==> config.mk <==
export PLATFORM = sky130hd
export DESIGN_NAME = codec_channel_rate_detect_cfg
export DESIGN_NICKNAME = d
export VERILOG_FILES = /design/src/codec_cfg_pkg.sv /design/src/codec_channel_rate_detect_cfg.sv /design/src/ratio_code_decode.sv /design/src/probe_timer.sv
export VERILOG_INCLUDE_DIRS = /design/src /design/src/src
export SDC_FILE = /design/constraint.sdc
export NUM_CORES = 1
export LEC_CHECK = 0
export BUFFER_PORTS_ARGS = -buffer_cell sky130_fd_sc_hd__buf_2
export CAP_MARGIN = 20
export CORE_UTILIZATION = 55
export CTS_CLUSTER_DIAMETER = 120
export DETAILED_ROUTE_END_ITERATION = 10
export PLACE_DENSITY = 0.75
export SLEW_MARGIN = 10
export SYNTH_ARGS = -nofsm -noshare
export SYNTH_HDL_FRONTEND = slang
export SYNTH_SLANG_ARGS = --single-unit
==> constraint.sdc <==
create_clock -name clk_in -period 4.25 [get_ports clk_in]
set_input_delay 0.425 -clock clk_in [delete_from_list [all_inputs] [get_ports clk_in]]
set_output_delay 0.425 -clock clk_in [all_outputs]
set_load 0.005 [all_outputs]
==> src/codec_cfg_defines.svh <==
// Offsets, field positions, reset values and timing figures for the bank.
// Assumes inclusion by bare name from the design files.
`ifndef CODEC_CFG_DEFINES_SVH
`define CODEC_CFG_DEFINES_SVH

`define OFS_RECORD_LIMIT 8'h0E
`define OFS_PLAYBACK_LIMIT 8'h0F
`define OFS_RATE_ENABLE 8'h17
`define OFS_RATE_RATIO 8'h18
`define OFS_PROBE_TIMING 8'h19
`define OFS_PAGE_SELECT 8'h00

`define RST_RECORD_LIMIT 8'h00
`define RST_PLAYBACK_LIMIT 8'h00
`define RST_RATE_ENABLE 8'h00
`define RST_RATE_RATIO 8'h00
`define RST_PROBE_TIMING 8'h00

`define MASK_LIMIT 8'hF8
`define MASK_RATE_ENABLE 8'hC0
`define MASK_RATE_RATIO 8'hFF
`define MASK_PROBE_TIMING 8'hE6

`define BIT_FORCE 7
`define MSB_CHMASK 6
`define LSB_CHMASK 3
`define BIT_CONV_ON 7
`define BIT_AUTODET_OFF 6
`define BIT_MAIN_MANUAL 7
`define BIT_PORT_CHOICE 6
`define MSB_RATIO_M 5
`define LSB_RATIO_M 3
`define MSB_RATIO_N 2
`define LSB_RATIO_N 0
`define MSB_PROBE_RATE 7
`define LSB_PROBE_RATE 6
`define BIT_PROBE_HIGH 5
`define MSB_TICK_SEL 2
`define LSB_TICK_SEL 1

`define RATIO_AUTO 3'h0
`define RATIO_MAX_DIRECT 3'h4
`define RATIO_SIX 3'h6

// Probe and tick times in microseconds; clock is 25 MHz.
`define CLK_MHZ 25
`define PROBE_HIGH_SHORT_US 4000
`define PROBE_HIGH_LONG_US 32000
`define TICK_1MS_US 1000
`define TICK_2MS_US 2000
`define TICK_4MS_US 4000
// Probe periods in microseconds: 0.5 Hz, 1 Hz, 7.5 Hz, 15 Hz.
`define PROBE_PERIOD_0_US 2000000
`define PROBE_PERIOD_1_US 1000000
`define PROBE_PERIOD_2_US 133333
`define PROBE_PERIOD_3_US 66666

`endif

==> src/codec_cfg_pkg.sv <==
// Types shared by the configuration bank and its helpers.
// Assumes the defines header is compiled alongside.
package codec_cfg_pkg;

    typedef enum logic [1:0]
    {
        LIMIT_DEFAULT = 2'b00,
        LIMIT_CUSTOM = 2'b01
    } limit_source_t;

    typedef enum logic [1:0]
    {
        MAIN_AUTO = 2'b00,
        MAIN_PRIMARY = 2'b01,
        MAIN_SECONDARY = 2'b10
    } main_rate_source_t;

endpackage : codec_cfg_pkg

==> src/codec_channel_rate_detect_cfg.sv <==
// Configuration bank for channel limits, rate converter and headset probe.
// Assumes a byte-wide control port already resolved to the correct page
// and one 25 MHz device clock with a synchronous active-low reset.
`timescale 1ns/100ps
`include "codec_cfg_defines.svh"

// Overview of operation
// - With the record force bit clear the record limit follows the default selector, else the custom mask.
// - The record custom mask sits in bits 6-3, bit 3 for channel four down to bit 0 for channel one.
// - With the playback force bit clear the playback limit follows its default selector, else its mask.
// - The playback custom mask sits in bits 6-3, resets to zero, bit 3 channel four to bit 0 channel one.
// - Bit 7 of the enable register switches the sample rate converter on when set.
// - Bit 6 of the enable register turns automatic rate detection off when set.
// - With the main rate manual bit clear the main rate is inferred, else it follows the port choice.
// - The port choice bit picks the primary serial port when 0 and the secondary when 1.
// - The ratio numerator code 0 infers m, codes 1-4 and 6 give m directly, 5 and 7 are reserved.
// - The ratio denominator code 0 infers n, codes 1-4 and 6 give n directly, 5 and 7 are reserved.
// - The probe rate field picks 0.5, 1, 7.5 or 15 Hz probe pulses.
// - The probe high time bit picks a 4 ms or 32 ms high time.
// - The tick field picks a 1, 2 or 4 ms detect tick; code 3 is reserved.
// - The enable register resets to zero, leaving the converter off and detection automatic.
module codec_channel_rate_detect_cfg
#(
    parameter int PERIOD_0_CYC = `PROBE_PERIOD_0_US * `CLK_MHZ,
    parameter int PERIOD_1_CYC = `PROBE_PERIOD_1_US * `CLK_MHZ,
    parameter int PERIOD_2_CYC = `PROBE_PERIOD_2_US * `CLK_MHZ,
    parameter int PERIOD_3_CYC = `PROBE_PERIOD_3_US * `CLK_MHZ,
    parameter int HIGH_SHORT_CYC = `PROBE_HIGH_SHORT_US * `CLK_MHZ,
    parameter int HIGH_LONG_CYC = `PROBE_HIGH_LONG_US * `CLK_MHZ,
    parameter int TICK_1_CYC = `TICK_1MS_US * `CLK_MHZ,
    parameter int TICK_2_CYC = `TICK_2MS_US * `CLK_MHZ,
    parameter int TICK_4_CYC = `TICK_4MS_US * `CLK_MHZ
)
(
    input wire logic clk_in,
    input wire logic rst_b_in,
    input wire logic reg_wr_in,
    input wire logic reg_rd_in,
    input wire logic [7:0] reg_addr_in,
    input wire logic [7:0] reg_wdata_in,
    input wire logic [3:0] record_default_limit_selector_in,
    input wire logic [3:0] playback_default_limit_selector_in,
    input wire logic primary_serial_port_rate_in,
    input wire logic secondary_serial_port_rate_in,
    input wire logic inferred_main_rate_in,
    output logic [7:0] reg_rdata_out,
    output logic reg_rvalid_out,
    output logic [3:0] record_channel_enable_out,
    output logic [3:0] playback_channel_enable_out,
    output logic rate_converter_on_out,
    output logic rate_autodetect_on_out,
    output logic [1:0] main_rate_source_out,
    output logic main_rate_out,
    output logic [2:0] ratio_m_out,
    output logic ratio_m_infer_out,
    output logic [2:0] ratio_n_out,
    output logic ratio_n_infer_out,
    output logic ratio_reserved_out,
    output logic headset_probe_pulse_out,
    output logic headphone_detect_tick_out
);

    logic [7:0] record_channel_limit_cfg_q;
    logic [7:0] playback_channel_limit_cfg_q;
    logic [7:0] rate_converter_enable_cfg_q;
    logic [7:0] rate_converter_ratio_cfg_q;
    logic [7:0] headset_probe_timing_cfg_q;
    logic [7:0] rdata_d;
    logic record_force_custom_limit;
    logic playback_force_custom_limit;
    logic [3:0] record_custom_channel_mask;
    logic [3:0] playback_custom_channel_mask;
    logic main_rate_manual;
    logic main_rate_port_choice;
    logic [2:0] m_value;
    logic [2:0] n_value;
    logic m_infer;
    logic n_infer;
    logic m_reserved;
    logic n_reserved;
    logic probe_pulse;
    logic detect_tick;
    codec_cfg_pkg::limit_source_t record_source;
    codec_cfg_pkg::limit_source_t playback_source;
    codec_cfg_pkg::main_rate_source_t main_source;

    // Only writable fields are stored; reserved bits never hold a one.
    always_ff @(posedge clk_in)
    begin
        if (!rst_b_in)
        begin
            record_channel_limit_cfg_q <= `RST_RECORD_LIMIT;
            playback_channel_limit_cfg_q <= `RST_PLAYBACK_LIMIT;
            rate_converter_enable_cfg_q <= `RST_RATE_ENABLE;
            rate_converter_ratio_cfg_q <= `RST_RATE_RATIO;
            headset_probe_timing_cfg_q <= `RST_PROBE_TIMING;
        end
        else if (reg_wr_in)
        begin
            unique case (reg_addr_in)
                `OFS_RECORD_LIMIT:
                    record_channel_limit_cfg_q <=
                        reg_wdata_in & `MASK_LIMIT;
                `OFS_PLAYBACK_LIMIT:
                    playback_channel_limit_cfg_q <=
                        reg_wdata_in & `MASK_LIMIT;
                `OFS_RATE_ENABLE:
                    rate_converter_enable_cfg_q <=
                        reg_wdata_in & `MASK_RATE_ENABLE;
                `OFS_RATE_RATIO:
                    rate_converter_ratio_cfg_q <=
                        reg_wdata_in & `MASK_RATE_RATIO;
                `OFS_PROBE_TIMING:
                    headset_probe_timing_cfg_q <=
                        reg_wdata_in & `MASK_PROBE_TIMING;
                default:
                    ;
            endcase
        end
    end

    // Unmapped offsets read as zero; the page register belongs elsewhere.
    always_comb
    begin
        unique case (reg_addr_in)
            `OFS_RECORD_LIMIT: rdata_d = record_channel_limit_cfg_q;
            `OFS_PLAYBACK_LIMIT: rdata_d = playback_channel_limit_cfg_q;
            `OFS_RATE_ENABLE: rdata_d = rate_converter_enable_cfg_q;
            `OFS_RATE_RATIO: rdata_d = rate_converter_ratio_cfg_q;
            `OFS_PROBE_TIMING: rdata_d = headset_probe_timing_cfg_q;
            default: rdata_d = 8'h00;
        endcase
    end

    always_ff @(posedge clk_in)
    begin
        if (!rst_b_in)
        begin
            reg_rdata_out <= 8'h00;
            reg_rvalid_out <= 1'b0;
        end
        else
        begin
            reg_rvalid_out <= reg_rd_in;
            if (reg_rd_in)
            begin
                reg_rdata_out <= rdata_d;
            end
        end
    end

    assign record_force_custom_limit =
        record_channel_limit_cfg_q[`BIT_FORCE];
    assign record_custom_channel_mask =
        record_channel_limit_cfg_q[`MSB_CHMASK:`LSB_CHMASK];
    assign playback_force_custom_limit =
        playback_channel_limit_cfg_q[`BIT_FORCE];
    assign playback_custom_channel_mask =
        playback_channel_limit_cfg_q[`MSB_CHMASK:`LSB_CHMASK];
    assign main_rate_manual = rate_converter_ratio_cfg_q[`BIT_MAIN_MANUAL];
    assign main_rate_port_choice =
        rate_converter_ratio_cfg_q[`BIT_PORT_CHOICE];

    always_comb
    begin
        record_source = record_force_custom_limit ?
            codec_cfg_pkg::LIMIT_CUSTOM : codec_cfg_pkg::LIMIT_DEFAULT;
        playback_source = playback_force_custom_limit ?
            codec_cfg_pkg::LIMIT_CUSTOM : codec_cfg_pkg::LIMIT_DEFAULT;
        if (!main_rate_manual)
        begin
            main_source = codec_cfg_pkg::MAIN_AUTO;
        end
        else if (main_rate_port_choice)
        begin
            main_source = codec_cfg_pkg::MAIN_SECONDARY;
        end
        else
        begin
            main_source = codec_cfg_pkg::MAIN_PRIMARY;
        end
    end

    ratio_code_decode u_ratio_m
    (
        .code_in(rate_converter_ratio_cfg_q[`MSB_RATIO_M:`LSB_RATIO_M]),
        .value_out(m_value),
        .infer_out(m_infer),
        .reserved_out(m_reserved)
    );

    ratio_code_decode u_ratio_n
    (
        .code_in(rate_converter_ratio_cfg_q[`MSB_RATIO_N:`LSB_RATIO_N]),
        .value_out(n_value),
        .infer_out(n_infer),
        .reserved_out(n_reserved)
    );

    probe_timer
    #(
        .PERIOD_0_CYC(PERIOD_0_CYC),
        .PERIOD_1_CYC(PERIOD_1_CYC),
        .PERIOD_2_CYC(PERIOD_2_CYC),
        .PERIOD_3_CYC(PERIOD_3_CYC),
        .HIGH_SHORT_CYC(HIGH_SHORT_CYC),
        .HIGH_LONG_CYC(HIGH_LONG_CYC),
        .TICK_1_CYC(TICK_1_CYC),
        .TICK_2_CYC(TICK_2_CYC),
        .TICK_4_CYC(TICK_4_CYC)
    )
    u_probe_timer
    (
        .clk_in(clk_in),
        .rst_b_in(rst_b_in),
        .rate_sel_in(headset_probe_timing_cfg_q[`MSB_PROBE_RATE:
            `LSB_PROBE_RATE]),
        .long_high_in(headset_probe_timing_cfg_q[`BIT_PROBE_HIGH]),
        .tick_sel_in(headset_probe_timing_cfg_q[`MSB_TICK_SEL:
            `LSB_TICK_SEL]),
        .probe_pulse_out(probe_pulse),
        .tick_out(detect_tick)
    );

    // Channel limits; outputs follow a write one clock after the register.
    always_ff @(posedge clk_in)
    begin
        if (!rst_b_in)
        begin
            record_channel_enable_out <= 4'h0;
            playback_channel_enable_out <= 4'h0;
        end
        else
        begin
            record_channel_enable_out <=
                (record_source == codec_cfg_pkg::LIMIT_CUSTOM) ?
                record_custom_channel_mask :
                record_default_limit_selector_in;
            playback_channel_enable_out <=
                (playback_source == codec_cfg_pkg::LIMIT_CUSTOM) ?
                playback_custom_channel_mask :
                playback_default_limit_selector_in;
        end
    end

    // Rate converter controls.
    always_ff @(posedge clk_in)
    begin
        if (!rst_b_in)
        begin
            rate_converter_on_out <= 1'b0;
            rate_autodetect_on_out <= 1'b1;
            main_rate_source_out <= 2'h0;
            main_rate_out <= 1'b0;
        end
        else
        begin
            rate_converter_on_out <=
                rate_converter_enable_cfg_q[`BIT_CONV_ON];
            rate_autodetect_on_out <=
                !rate_converter_enable_cfg_q[`BIT_AUTODET_OFF];
            main_rate_source_out <= main_source;
            unique case (main_source)
                codec_cfg_pkg::MAIN_PRIMARY:
                    main_rate_out <= primary_serial_port_rate_in;
                codec_cfg_pkg::MAIN_SECONDARY:
                    main_rate_out <= secondary_serial_port_rate_in;
                default:
                    main_rate_out <= inferred_main_rate_in;
            endcase
        end
    end

    // Ratio fields and the probe timer outputs.
    always_ff @(posedge clk_in)
    begin
        if (!rst_b_in)
        begin
            ratio_m_out <= 3'h0;
            ratio_m_infer_out <= 1'b1;
            ratio_n_out <= 3'h0;
            ratio_n_infer_out <= 1'b1;
            ratio_reserved_out <= 1'b0;
            headset_probe_pulse_out <= 1'b0;
            headphone_detect_tick_out <= 1'b0;
        end
        else
        begin
            ratio_m_out <= m_value;
            ratio_m_infer_out <= m_infer;
            ratio_n_out <= n_value;
            ratio_n_infer_out <= n_infer;
            ratio_reserved_out <= m_reserved | n_reserved;
            headset_probe_pulse_out <= probe_pulse;
            headphone_detect_tick_out <= detect_tick;
        end
    end

endmodule : codec_channel_rate_detect_cfg

==> src/ratio_code_decode.sv <==
// Decodes one m:n ratio field into a value, an infer flag and a reserved flag.
// Assumes a registered field from the same clock domain.
`timescale 1ns/100ps
`include "codec_cfg_defines.svh"

module ratio_code_decode
(
    input wire logic [2:0] code_in,
    output logic [2:0] value_out,
    output logic infer_out,
    output logic reserved_out
);

    always_comb
    begin
        infer_out = (code_in == `RATIO_AUTO);
        reserved_out = 1'b0;
        value_out = 3'h0;
        if (code_in != `RATIO_AUTO && code_in <= `RATIO_MAX_DIRECT)
        begin
            value_out = code_in;
        end
        else if (code_in == `RATIO_SIX)
        begin
            value_out = code_in;
        end
        else if (code_in != `RATIO_AUTO)
        begin
            // Reserved codes fall back to inferring so the converter stays sane.
            reserved_out = 1'b1;
            infer_out = 1'b1;
        end
    end

endmodule : ratio_code_decode

==> src/probe_timer.sv <==
// Produces the headset probe pulse train and the headphone detect tick.
// Assumes clk_in at 25 MHz and a synchronous active-low reset.
`timescale 1ns/100ps
`include "codec_cfg_defines.svh"

module probe_timer
#(
    parameter int PERIOD_0_CYC = `PROBE_PERIOD_0_US * `CLK_MHZ,
    parameter int PERIOD_1_CYC = `PROBE_PERIOD_1_US * `CLK_MHZ,
    parameter int PERIOD_2_CYC = `PROBE_PERIOD_2_US * `CLK_MHZ,
    parameter int PERIOD_3_CYC = `PROBE_PERIOD_3_US * `CLK_MHZ,
    parameter int HIGH_SHORT_CYC = `PROBE_HIGH_SHORT_US * `CLK_MHZ,
    parameter int HIGH_LONG_CYC = `PROBE_HIGH_LONG_US * `CLK_MHZ,
    parameter int TICK_1_CYC = `TICK_1MS_US * `CLK_MHZ,
    parameter int TICK_2_CYC = `TICK_2MS_US * `CLK_MHZ,
    parameter int TICK_4_CYC = `TICK_4MS_US * `CLK_MHZ
)
(
    input wire logic clk_in,
    input wire logic rst_b_in,
    input wire logic [1:0] rate_sel_in,
    input wire logic long_high_in,
    input wire logic [1:0] tick_sel_in,
    output logic probe_pulse_out,
    output logic tick_out
);

    logic [31:0] period_cnt_q;
    logic [31:0] tick_cnt_q;
    logic [31:0] period_len;
    logic [31:0] high_len;
    logic [31:0] tick_len;

    always_comb
    begin
        unique case (rate_sel_in)
            2'h0: period_len = 32'(PERIOD_0_CYC);
            2'h1: period_len = 32'(PERIOD_1_CYC);
            2'h2: period_len = 32'(PERIOD_2_CYC);
            2'h3: period_len = 32'(PERIOD_3_CYC);
        endcase
        high_len = long_high_in ? 32'(HIGH_LONG_CYC) : 32'(HIGH_SHORT_CYC);
        // The reserved tick code is held at the slowest setting.
        unique case (tick_sel_in)
            2'h0: tick_len = 32'(TICK_1_CYC);
            2'h1: tick_len = 32'(TICK_2_CYC);
            default: tick_len = 32'(TICK_4_CYC);
        endcase
    end

    always_ff @(posedge clk_in)
    begin
        if (!rst_b_in)
        begin
            period_cnt_q <= 32'h0;
            probe_pulse_out <= 1'b0;
        end
        else
        begin
            if (period_cnt_q + 32'h1 >= period_len)
            begin
                period_cnt_q <= 32'h0;
            end
            else
            begin
                period_cnt_q <= period_cnt_q + 32'h1;
            end
            probe_pulse_out <= (period_cnt_q < high_len);
        end
    end

    always_ff @(posedge clk_in)
    begin
        if (!rst_b_in)
        begin
            tick_cnt_q <= 32'h0;
            tick_out <= 1'b0;
        end
        else if (tick_cnt_q + 32'h1 >= tick_len)
        begin
            tick_cnt_q <= 32'h0;
            tick_out <= 1'b1;
        end
        else
        begin
            tick_cnt_q <= tick_cnt_q + 32'h1;
            tick_out <= 1'b0;
        end
    end

endmodule : probe_timer

Word level (Yosys, flattened, before mapping)
Index checks and enable logic that the tools add are counted.

Add/subtract/negate cells: 2. Multipliers: 0. Divide/modulo/power cells: 0. $lt $le $gt $ge: 5. Eq/ne operators: 15. Shift-type cells: 0. Multiplexer cells: 28. Bitwise operators: 2. Reductions and logical operators: 16.

Operators by type and width (count): 32-bit case mux with 4 select lines (1); 32-bit by 1-bit adder with 32-bit output, second input constant (2); 8-bit case mux with 5 select lines (1); 17-bit case mux with 2 select lines (1); 32-bit by 17-bit >= comparator with 1-bit output (1); 32-bit >= comparator (1); 32-bit < comparator (1); 8-bit by 5-bit == test with 1-bit output, second input constant (3); 20-bit two-way mux (1); 8-bit by 4-bit == test with 1-bit output, second input constant (2); 1-bit two-way mux (15); 3-bit two-way mux (4); 2-bit AND reduction (5); 4-bit two-way mux (2); 2-bit by 1-bit == test with 1-bit output, second input constant (3); 2-bit == test, second input constant (3); 3-bit == test, second input constant (2); 3-bit <= comparator, second input constant (2); 3-bit logical NOT (2); 3-bit nonzero test (2); 2-bit logical NOT (2); 2-bit two-way mux (2); 2-bit OR reduction (2); 1-bit == test, second input constant (2); 5 further kinds (6).

Flip-flop bits (word level): 124. Latch bits: 0. Memory bits (writable): 0. Bits in read-only memories: 0. Input port bits: 31. Output and inout port bits: 33. Logic and storage cells: 92. Memories kept: 0.

Longest topological paths before layout
Depth after elaboration: 5. Gate-level depth with buffers: 15. Depth with buffers taken out: 13.

Modules after synthesis
A second synthesis with hierarchy kept.

Cells, all modules: 668. Area, all modules: 6533.8 µm².

Modules (own cells, without submodules): probe_timer (instances 1, cells an instance 420, area an instance 3977.6 µm², sequential area each 1321.3 µm²); codec_channel_rate_detect_cfg (instances 1, cells an instance 224, area an instance 2391.0 µm², sequential area each 1161.1 µm²); ratio_code_decode (instances 2, cells an instance 12, area an instance 82.6 µm², sequential area each 0.0 µm²).

Worst setup path before layout
No wires, ideal clock.

Kind: register to register. From: reg u_probe_timer.period_cnt_q[2]. To: reg u_probe_timer.period_cnt_q[9]. Setup time: 0.080 ns. Data arrival time: 2.946 ns. Required time: 4.170 ns. Slack: 1.224 ns. Cell stages (with the launch flop): 15. Buffers on the path: 2. Period minus slack after synthesis: 3.026 ns. Cells stage by stage: dfxtp_1 -> and4_4 -> buf_6 -> nand4_1 -> nor2_1 -> and4_1 -> xor2_1 -> ha_1 -> nand2_1 -> nor2_1 -> a211o_1 -> a311oi_1 -> a211oi_4 -> buf_4 -> nor3b_1.

Longest elaborated chain between the ends: 3.

RTL lines: from (decl) (RTL line probe_timer.sv:28) `logic [31:0] period_cnt_q;`; from (signal assigned) (RTL line probe_timer.sv:66) `period_cnt_q <= period_cnt_q + 32'h1;`; 32-bit by 1-bit adder with 32-bit output * (RTL line probe_timer.sv:60, probe_timer.sv:66); 32-bit >= comparator (RTL line probe_timer.sv:60) `if (period_cnt_q + 32'h1 >= period_len)`; 2-bit OR reduction (no source line).

Mark *: on every way between the ends. The rest lies on a longest branch, timed or not. A chain may end at the register's enable or synchronous reset.

Worst setup path in the final report
From: reg u_probe_timer.period_cnt_q[0]. To: reg u_probe_timer.period_cnt_q[18].

Same word-level chain as after synthesis.

==> results_tabular.tex <==
\begin{tabular}{lr}
\hline
Metric & Value \\
\hline
\multicolumn{2}{l}{\textbf{Outcome}} \\
\quad Status & complete, no violations \\
\multicolumn{2}{l}{\textbf{Critical path}} \\
\quad Kind of end point of the critical path & flip-flop \\
\quad Setup crit start & u\_probe\_timer.period\_cnt\_q[0] \\
\quad FF-to-FF End & u\_probe\_timer.period\_cnt\_q[18] \\
\quad Number of cells traversed by the worst register-to-register path & 11 \\
\quad Highest-delay cell along the critical path & sky130\_fd\_sc\_hd\_\_o311ai\_0 \\
\quad Critical path endpoint & u\_probe\_timer.period\_cnt\_q[18] \\
\quad Most used cell, CP & sky130\_fd\_sc\_hd\_\_nand2\_1 \\
\quad Beginning of the worst register-to-register path & u\_probe\_timer.period\_cnt\_q[0] \\
\quad Type of the worst setup path & reg2reg \\
\quad Sequence of cells on the critical path & nand2\_1 -> nor4\_1 -> nand2\_1 -> xnor2\_1 -> ha\_1 -> a21oi\_1 -> inv\_1 -> o311ai\_0 -> a211oi\_4 -> buf\_4 -> nor3b\_2 \\
\quad Register-to-register path setup slack & 570 ps \\
\quad Largest driver fanout on the critical path & 17 \\
\quad Kind of start point of the critical path & flip-flop \\
\quad Arrival time of the worst setup path & 4010 ps \\
\quad Longest individual stage delay on the worst path & 590 ps \\
\quad Critical path required time & approximately 4600 ps \\
\multicolumn{2}{l}{\textbf{Global routing}} \\
\quad Pin count of the biggest net entering global routing & 64 \\
\quad GR met1 Demand/Resource & 0.322 \\
\quad Initial antenna violation count & 0 \\
\quad Vias in the first global route & 5,070 \\
\quad First-pass GRT wire length & 23.6 mm \\
\quad GR Util All Layers & 0.257 \\
\quad Met3 global-route usage & 0.0705 \\
\quad Most heavily used metal layer in global routing & met2 \\
\quad Global route total overflow & 0 \\
\quad Met2 GRT Util & 0.413 \\
\multicolumn{2}{l}{\textbf{STA}} \\
\quad Slew at the pin with the worst max-slew slack & 644 ps \\
\quad Final hold viol count & 0 \\
\quad Maximum clock skew at final layout & 6.84 ps \\
\quad Post-route clock period utilization & 0.867 \\
\quad Max-Slew Margin vs Limit & 0.566 \\
\quad Post-layout min period & 3680 ps \\
\quad Final setup margin & 566 ps \\
\quad Final Hold Slack & 244 ps \\
\quad Setup repair after global routing missed its margin & false \\
\quad Number of failing setup endpoints in the final timing report & 0 \\
\quad Max Fclk & between 0.2 and 0.3 GHz \\
\quad Summed negative setup slack over all endpoints & 0 ps \\
\quad Max-slew violation count & 0 \\
\multicolumn{2}{l}{\textbf{Clock tree}} \\
\quad Max Root-Sink Buffers & 2 \\
\quad CTS Hold Buffers Added & 0 \\
\quad Cells resized by post-CTS repair & 0 \\
\quad Clock transition at the registers of the reported paths & 50 ps \\
\quad Clock latency reported for the late side of the worst-skew pair & approximately 410 ps \\
\quad Clock buffers created by TritonCTS & 17 \\
\quad Clock root cell & sky130\_fd\_sc\_hd\_\_clkbuf\_16 \\
\quad Setup fix buffers added after clock tree synthesis & 0 \\
\quad Sinks on Clock Net & about 120 \\
\quad TritonCTS clock tree & built \\
\quad Count of H-tree levels built during CTS & 4 \\
\multicolumn{2}{l}{\textbf{Finish}} \\
\quad Antenna diode instance count & 0 \\
\quad Share of final-layout standard cells stronger than drive strength 1 & 0.179 \\
\quad NumNets Final & 827 \\
\quad Sequential cell area & 2480 um2 \\
\quad Syn-to-layout area delta & 16.8\% \\
\quad Number of filler instances in the final layout & slightly below 900 \\
\quad Cell area after layout & 7440 um2 \\
\quad Multi-input gate area & 3740 um2 \\
\multicolumn{2}{l}{\textbf{Die}} \\
\quad Die area & 12,000 um2 \\
\quad Core Footprint & 11,100 um2 \\
\quad Placement row count & 38 \\
\quad Die boundary height & approximately 110 um \\
\quad X dimension of the die & 110 um \\
\quad Initial core utilization & 0.575 \\
\quad I/O pin total & 64 \\
\multicolumn{2}{l}{\textbf{Route}} \\
\quad Wirelength per Cell & 16.0 um \\
\quad DRT Wirelength & 14.4 mm \\
\quad Number of remaining DRC errors & 0 \\
\quad Via count of the routed design & $\sim$5,200 \\
\quad Number of nets still failing antenna checks after routing & 0 \\
\quad Average vias per placed instance & a little under 6 \\
\quad TritonRoute pass-1 iters & 5 \\
\quad Number of violations reported at the end of detailed-routing iteration 0 & 411 \\
\multicolumn{2}{l}{\textbf{Place}} \\
\quad Total placed instance area & a little under 7000 um2 \\
\quad Final HPWL DP & 10.4 mm \\
\quad Final weighted congestion in routability-driven placement & 0.927 \\
\quad Setup slack at placement & 666 ps \\
\quad Port Buffer Count & 63 \\
\multicolumn{2}{l}{\textbf{Yosys}} \\
\quad Synthesis Warnings & 0 \\
\quad Fraction of registers with async set/reset & 0 \\
\quad Yosys cell types & 64 \\
\quad Post-synth EDFFs & 0 \\
\quad Post-synth top area cell & sky130\_fd\_sc\_hd\_\_dfxtp\_1 \\
\quad Gate Count Post-Synth & 670 \\
\quad Main area contributors after synthesis & sky130\_fd\_sc\_hd\_\_dfxtp\_1 39\%, sky130\_fd\_sc\_hd\_\_ha\_1 9.2\%, sky130\_fd\_sc\_hd\_\_mux2i\_1 5.0\%, sky130\_fd\_sc\_hd\_\_nor2\_1 3.6\%, sky130\_fd\_sc\_hd\_\_nor3b\_2 3.3\% \\
\quad Mean instance size in the synthesized netlist & 9.51 um2 \\
\quad Flops \& latches, synth & 124 \\
\quad Post-synth top flop & sky130\_fd\_sc\_hd\_\_dfxtp\_1 \\
\quad Area share of the largest cell type after synthesis & 0.390 \\
\quad Sequential area share after synthesis & 0.390 \\
\quad Combined area of all synthesized cells & 6370 um2 \\
\multicolumn{2}{l}{\textbf{Flow run}} \\
\quad Maximum Capacitance Violations & 0 \\
\multicolumn{2}{l}{\textbf{Worst hold path}} \\
\quad Type of the most critical hold path & in2reg \\
\multicolumn{2}{l}{\textbf{Power and ir drop}} \\
\quad Highest ir drop seen on vdd & 310 uV \\
\quad Static Leakage & 3.12 nW \\
\quad Power per Cell Area & about 370 nW/um2 \\
\hline
\end{tabular}
-- synthesized netlist by cell type (3+ instances only) --
cell and count:
sky130_fd_sc_hd__a211o_1 3, sky130_fd_sc_hd__a211oi_1 4, sky130_fd_sc_hd__a21o_1 4, sky130_fd_sc_hd__a21oi_1 23
sky130_fd_sc_hd__a22oi_1 6, sky130_fd_sc_hd__a311oi_1 4, sky130_fd_sc_hd__a31oi_1 3, sky130_fd_sc_hd__and2_1 5
sky130_fd_sc_hd__and3_1 14, sky130_fd_sc_hd__and4_1 12, sky130_fd_sc_hd__buf_4 3, sky130_fd_sc_hd__buf_6 4
sky130_fd_sc_hd__clkbuf_1 20, sky130_fd_sc_hd__dfxtp_1 124, sky130_fd_sc_hd__ha_1 47, sky130_fd_sc_hd__inv_1 18
sky130_fd_sc_hd__mux2_2 6, sky130_fd_sc_hd__mux2i_1 32, sky130_fd_sc_hd__nand2_1 38, sky130_fd_sc_hd__nand2b_1 6
sky130_fd_sc_hd__nand3_1 30, sky130_fd_sc_hd__nand3_2 3, sky130_fd_sc_hd__nand4_1 15, sky130_fd_sc_hd__nand4b_1 3
sky130_fd_sc_hd__nor2_1 61, sky130_fd_sc_hd__nor2b_1 6, sky130_fd_sc_hd__nor3_1 24, sky130_fd_sc_hd__nor3_2 3
sky130_fd_sc_hd__nor3b_1 18, sky130_fd_sc_hd__nor3b_2 17, sky130_fd_sc_hd__nor4_1 8, sky130_fd_sc_hd__o211ai_1 4
sky130_fd_sc_hd__o21a_1 3, sky130_fd_sc_hd__o21ai_0 12, sky130_fd_sc_hd__o31a_1 3, sky130_fd_sc_hd__or3_1 3
sky130_fd_sc_hd__or4_1 3, sky130_fd_sc_hd__xnor2_1 24, sky130_fd_sc_hd__xor2_1 22
-- layer usage --
layer / wire length [um] / vias to the layer above
met5: 0 / -
met1: 6610 / 2515
met2: 6930 / 106
met4: 322 / 0
met3: 553 / 27
li1: - / 2579
-- report_power, final --
part	total (W)	leakage [nW]	switching, W	internal (W)
clock network	0.00147	0.296	0.000502	0.000967
logic	0.0000768	1.82	0.0000437	0.0000331
registers	0.00120	1.01	0.0000139	0.00118
total	0.00274	3.12	0.000560	0.00218
-- through the flow --
| stage | power, W | std cells | util |
|---|---|---|---|
| after floorplan | 0.00126 | 690 | - |
| after CTS | 0.00276 | 901 | 0.671 |
| after detailed placement | 0.00130 | 870 | 0.616 |
| after global placement | 0.00129 | 870 | 0.616 |
| after global routing | 0.00282 | 901 | 0.671 |
| final | 0.00274 | 901 | 0.671 |
-- cells in the final DEF (no fill, tap or decap), types with 5 or more instances in the layout --
master	instances
sky130_fd_sc_hd__conb_1	21
sky130_fd_sc_hd__nor3b_2	17
sky130_fd_sc_hd__nor4_1	8
sky130_fd_sc_hd__buf_2	63
sky130_fd_sc_hd__inv_1	18
sky130_fd_sc_hd__nor3b_1	18
sky130_fd_sc_hd__and2_1	5
sky130_fd_sc_hd__ha_1	47
sky130_fd_sc_hd__mux2_2	6
sky130_fd_sc_hd__xor2_1	22
sky130_fd_sc_hd__nand4_1	15
sky130_fd_sc_hd__and4_1	12
sky130_fd_sc_hd__nor3_1	24
sky130_fd_sc_hd__nor2_1	61
sky130_fd_sc_hd__a22oi_1	6
sky130_fd_sc_hd__o21ai_0	12
sky130_fd_sc_hd__mux2i_1	32
sky130_fd_sc_hd__a21oi_1	23
sky130_fd_sc_hd__nand2_1	38
sky130_fd_sc_hd__buf_4	5
sky130_fd_sc_hd__nand3_1	30
sky130_fd_sc_hd__and3_1	14
sky130_fd_sc_hd__xnor2_1	24
sky130_fd_sc_hd__nand2b_1	6
sky130_fd_sc_hd__dfxtp_1	124
sky130_fd_sc_hd__clkbuf_16	17
sky130_fd_sc_hd__nor2b_1	6
-- kinds of logic (layout without fill, tap and decap cells) --
group | after synthesis | in the layout | share of synthesized area
AOI/OAI and AO/OA | 88 | 88 | 0.0992
xor gates and xnor gates | 46 | 46 | 0.0633
adders and majority gates | 47 | 47 | 0.0923
buffers and inverters | 47 | 118 | 0.0344
DFF | 124 | 124 | 0.390
muxes | 38 | 38 | 0.0609
other | 1 | 21 | 0.000589
and+or+nand+nor | 279 | 279 | 0.260
-- worst min path at each step --
stage                     cells after the start                                   from  slack, ps                              to
after global routing                          3  playback_default_limit_selector_in[1]        240  playback_channel_enable_out[1]
final                                         3  playback_default_limit_selector_in[1]        240  playback_channel_enable_out[1]
after CTS                                     3    record_default_limit_selector_in[0]        230    record_channel_enable_out[0]
after floorplan                               1         rate_converter_enable_cfg_q[6]        370          rate_autodetect_on_out
after global placement                        1         rate_converter_enable_cfg_q[6]        400          rate_autodetect_on_out
after detailed placement                      1         rate_converter_enable_cfg_q[6]        400          rate_autodetect_on_out
-- worst max-delay path: cells and delay by family (launching register included) --
| kind | cells | cell delay (ps) |
|---|---|---|
| AOI/OAI and AO/OA | 3 | 910 |
| xor gates and xnor gates | 1 | 320 |
| adders and majority gates | 1 | 300 |
| buffers and inverters | 2 | 360 |
| DFF | 1 | 510 |
| and+or+nand+nor | 4 | 1190 |
-- sequential cells by signal, indices dropped and copies added, names as in the netlist, 2 cells and up --
signal,flops
u_probe_timer.period_cnt_q,32
u_probe_timer.tick_cnt_q,32
rate_converter_ratio_cfg_q,8
reg_rdata_out,8
headset_probe_timing_cfg_q,5
playback_channel_limit_cfg_q,5
record_channel_limit_cfg_q,5
playback_channel_enable_out,4
record_channel_enable_out,4
ratio_m_out,3
ratio_n_out,3
main_rate_source_out,2
rate_converter_enable_cfg_q,2
-- final cells by class --
type / instances / area share
Inverter: 19 / 0.00959
Sequential cell: 124 / 0.334
Clock buffer: 22 / 0.0638
Clock inverter: 9 / 0.0185
Multi-Input combinational cell: 519 / 0.503
Tap cell: 140 / 0.0236
Timing Repair Buffer: 68 / 0.0475
Power figures use the tool's default switching activity.
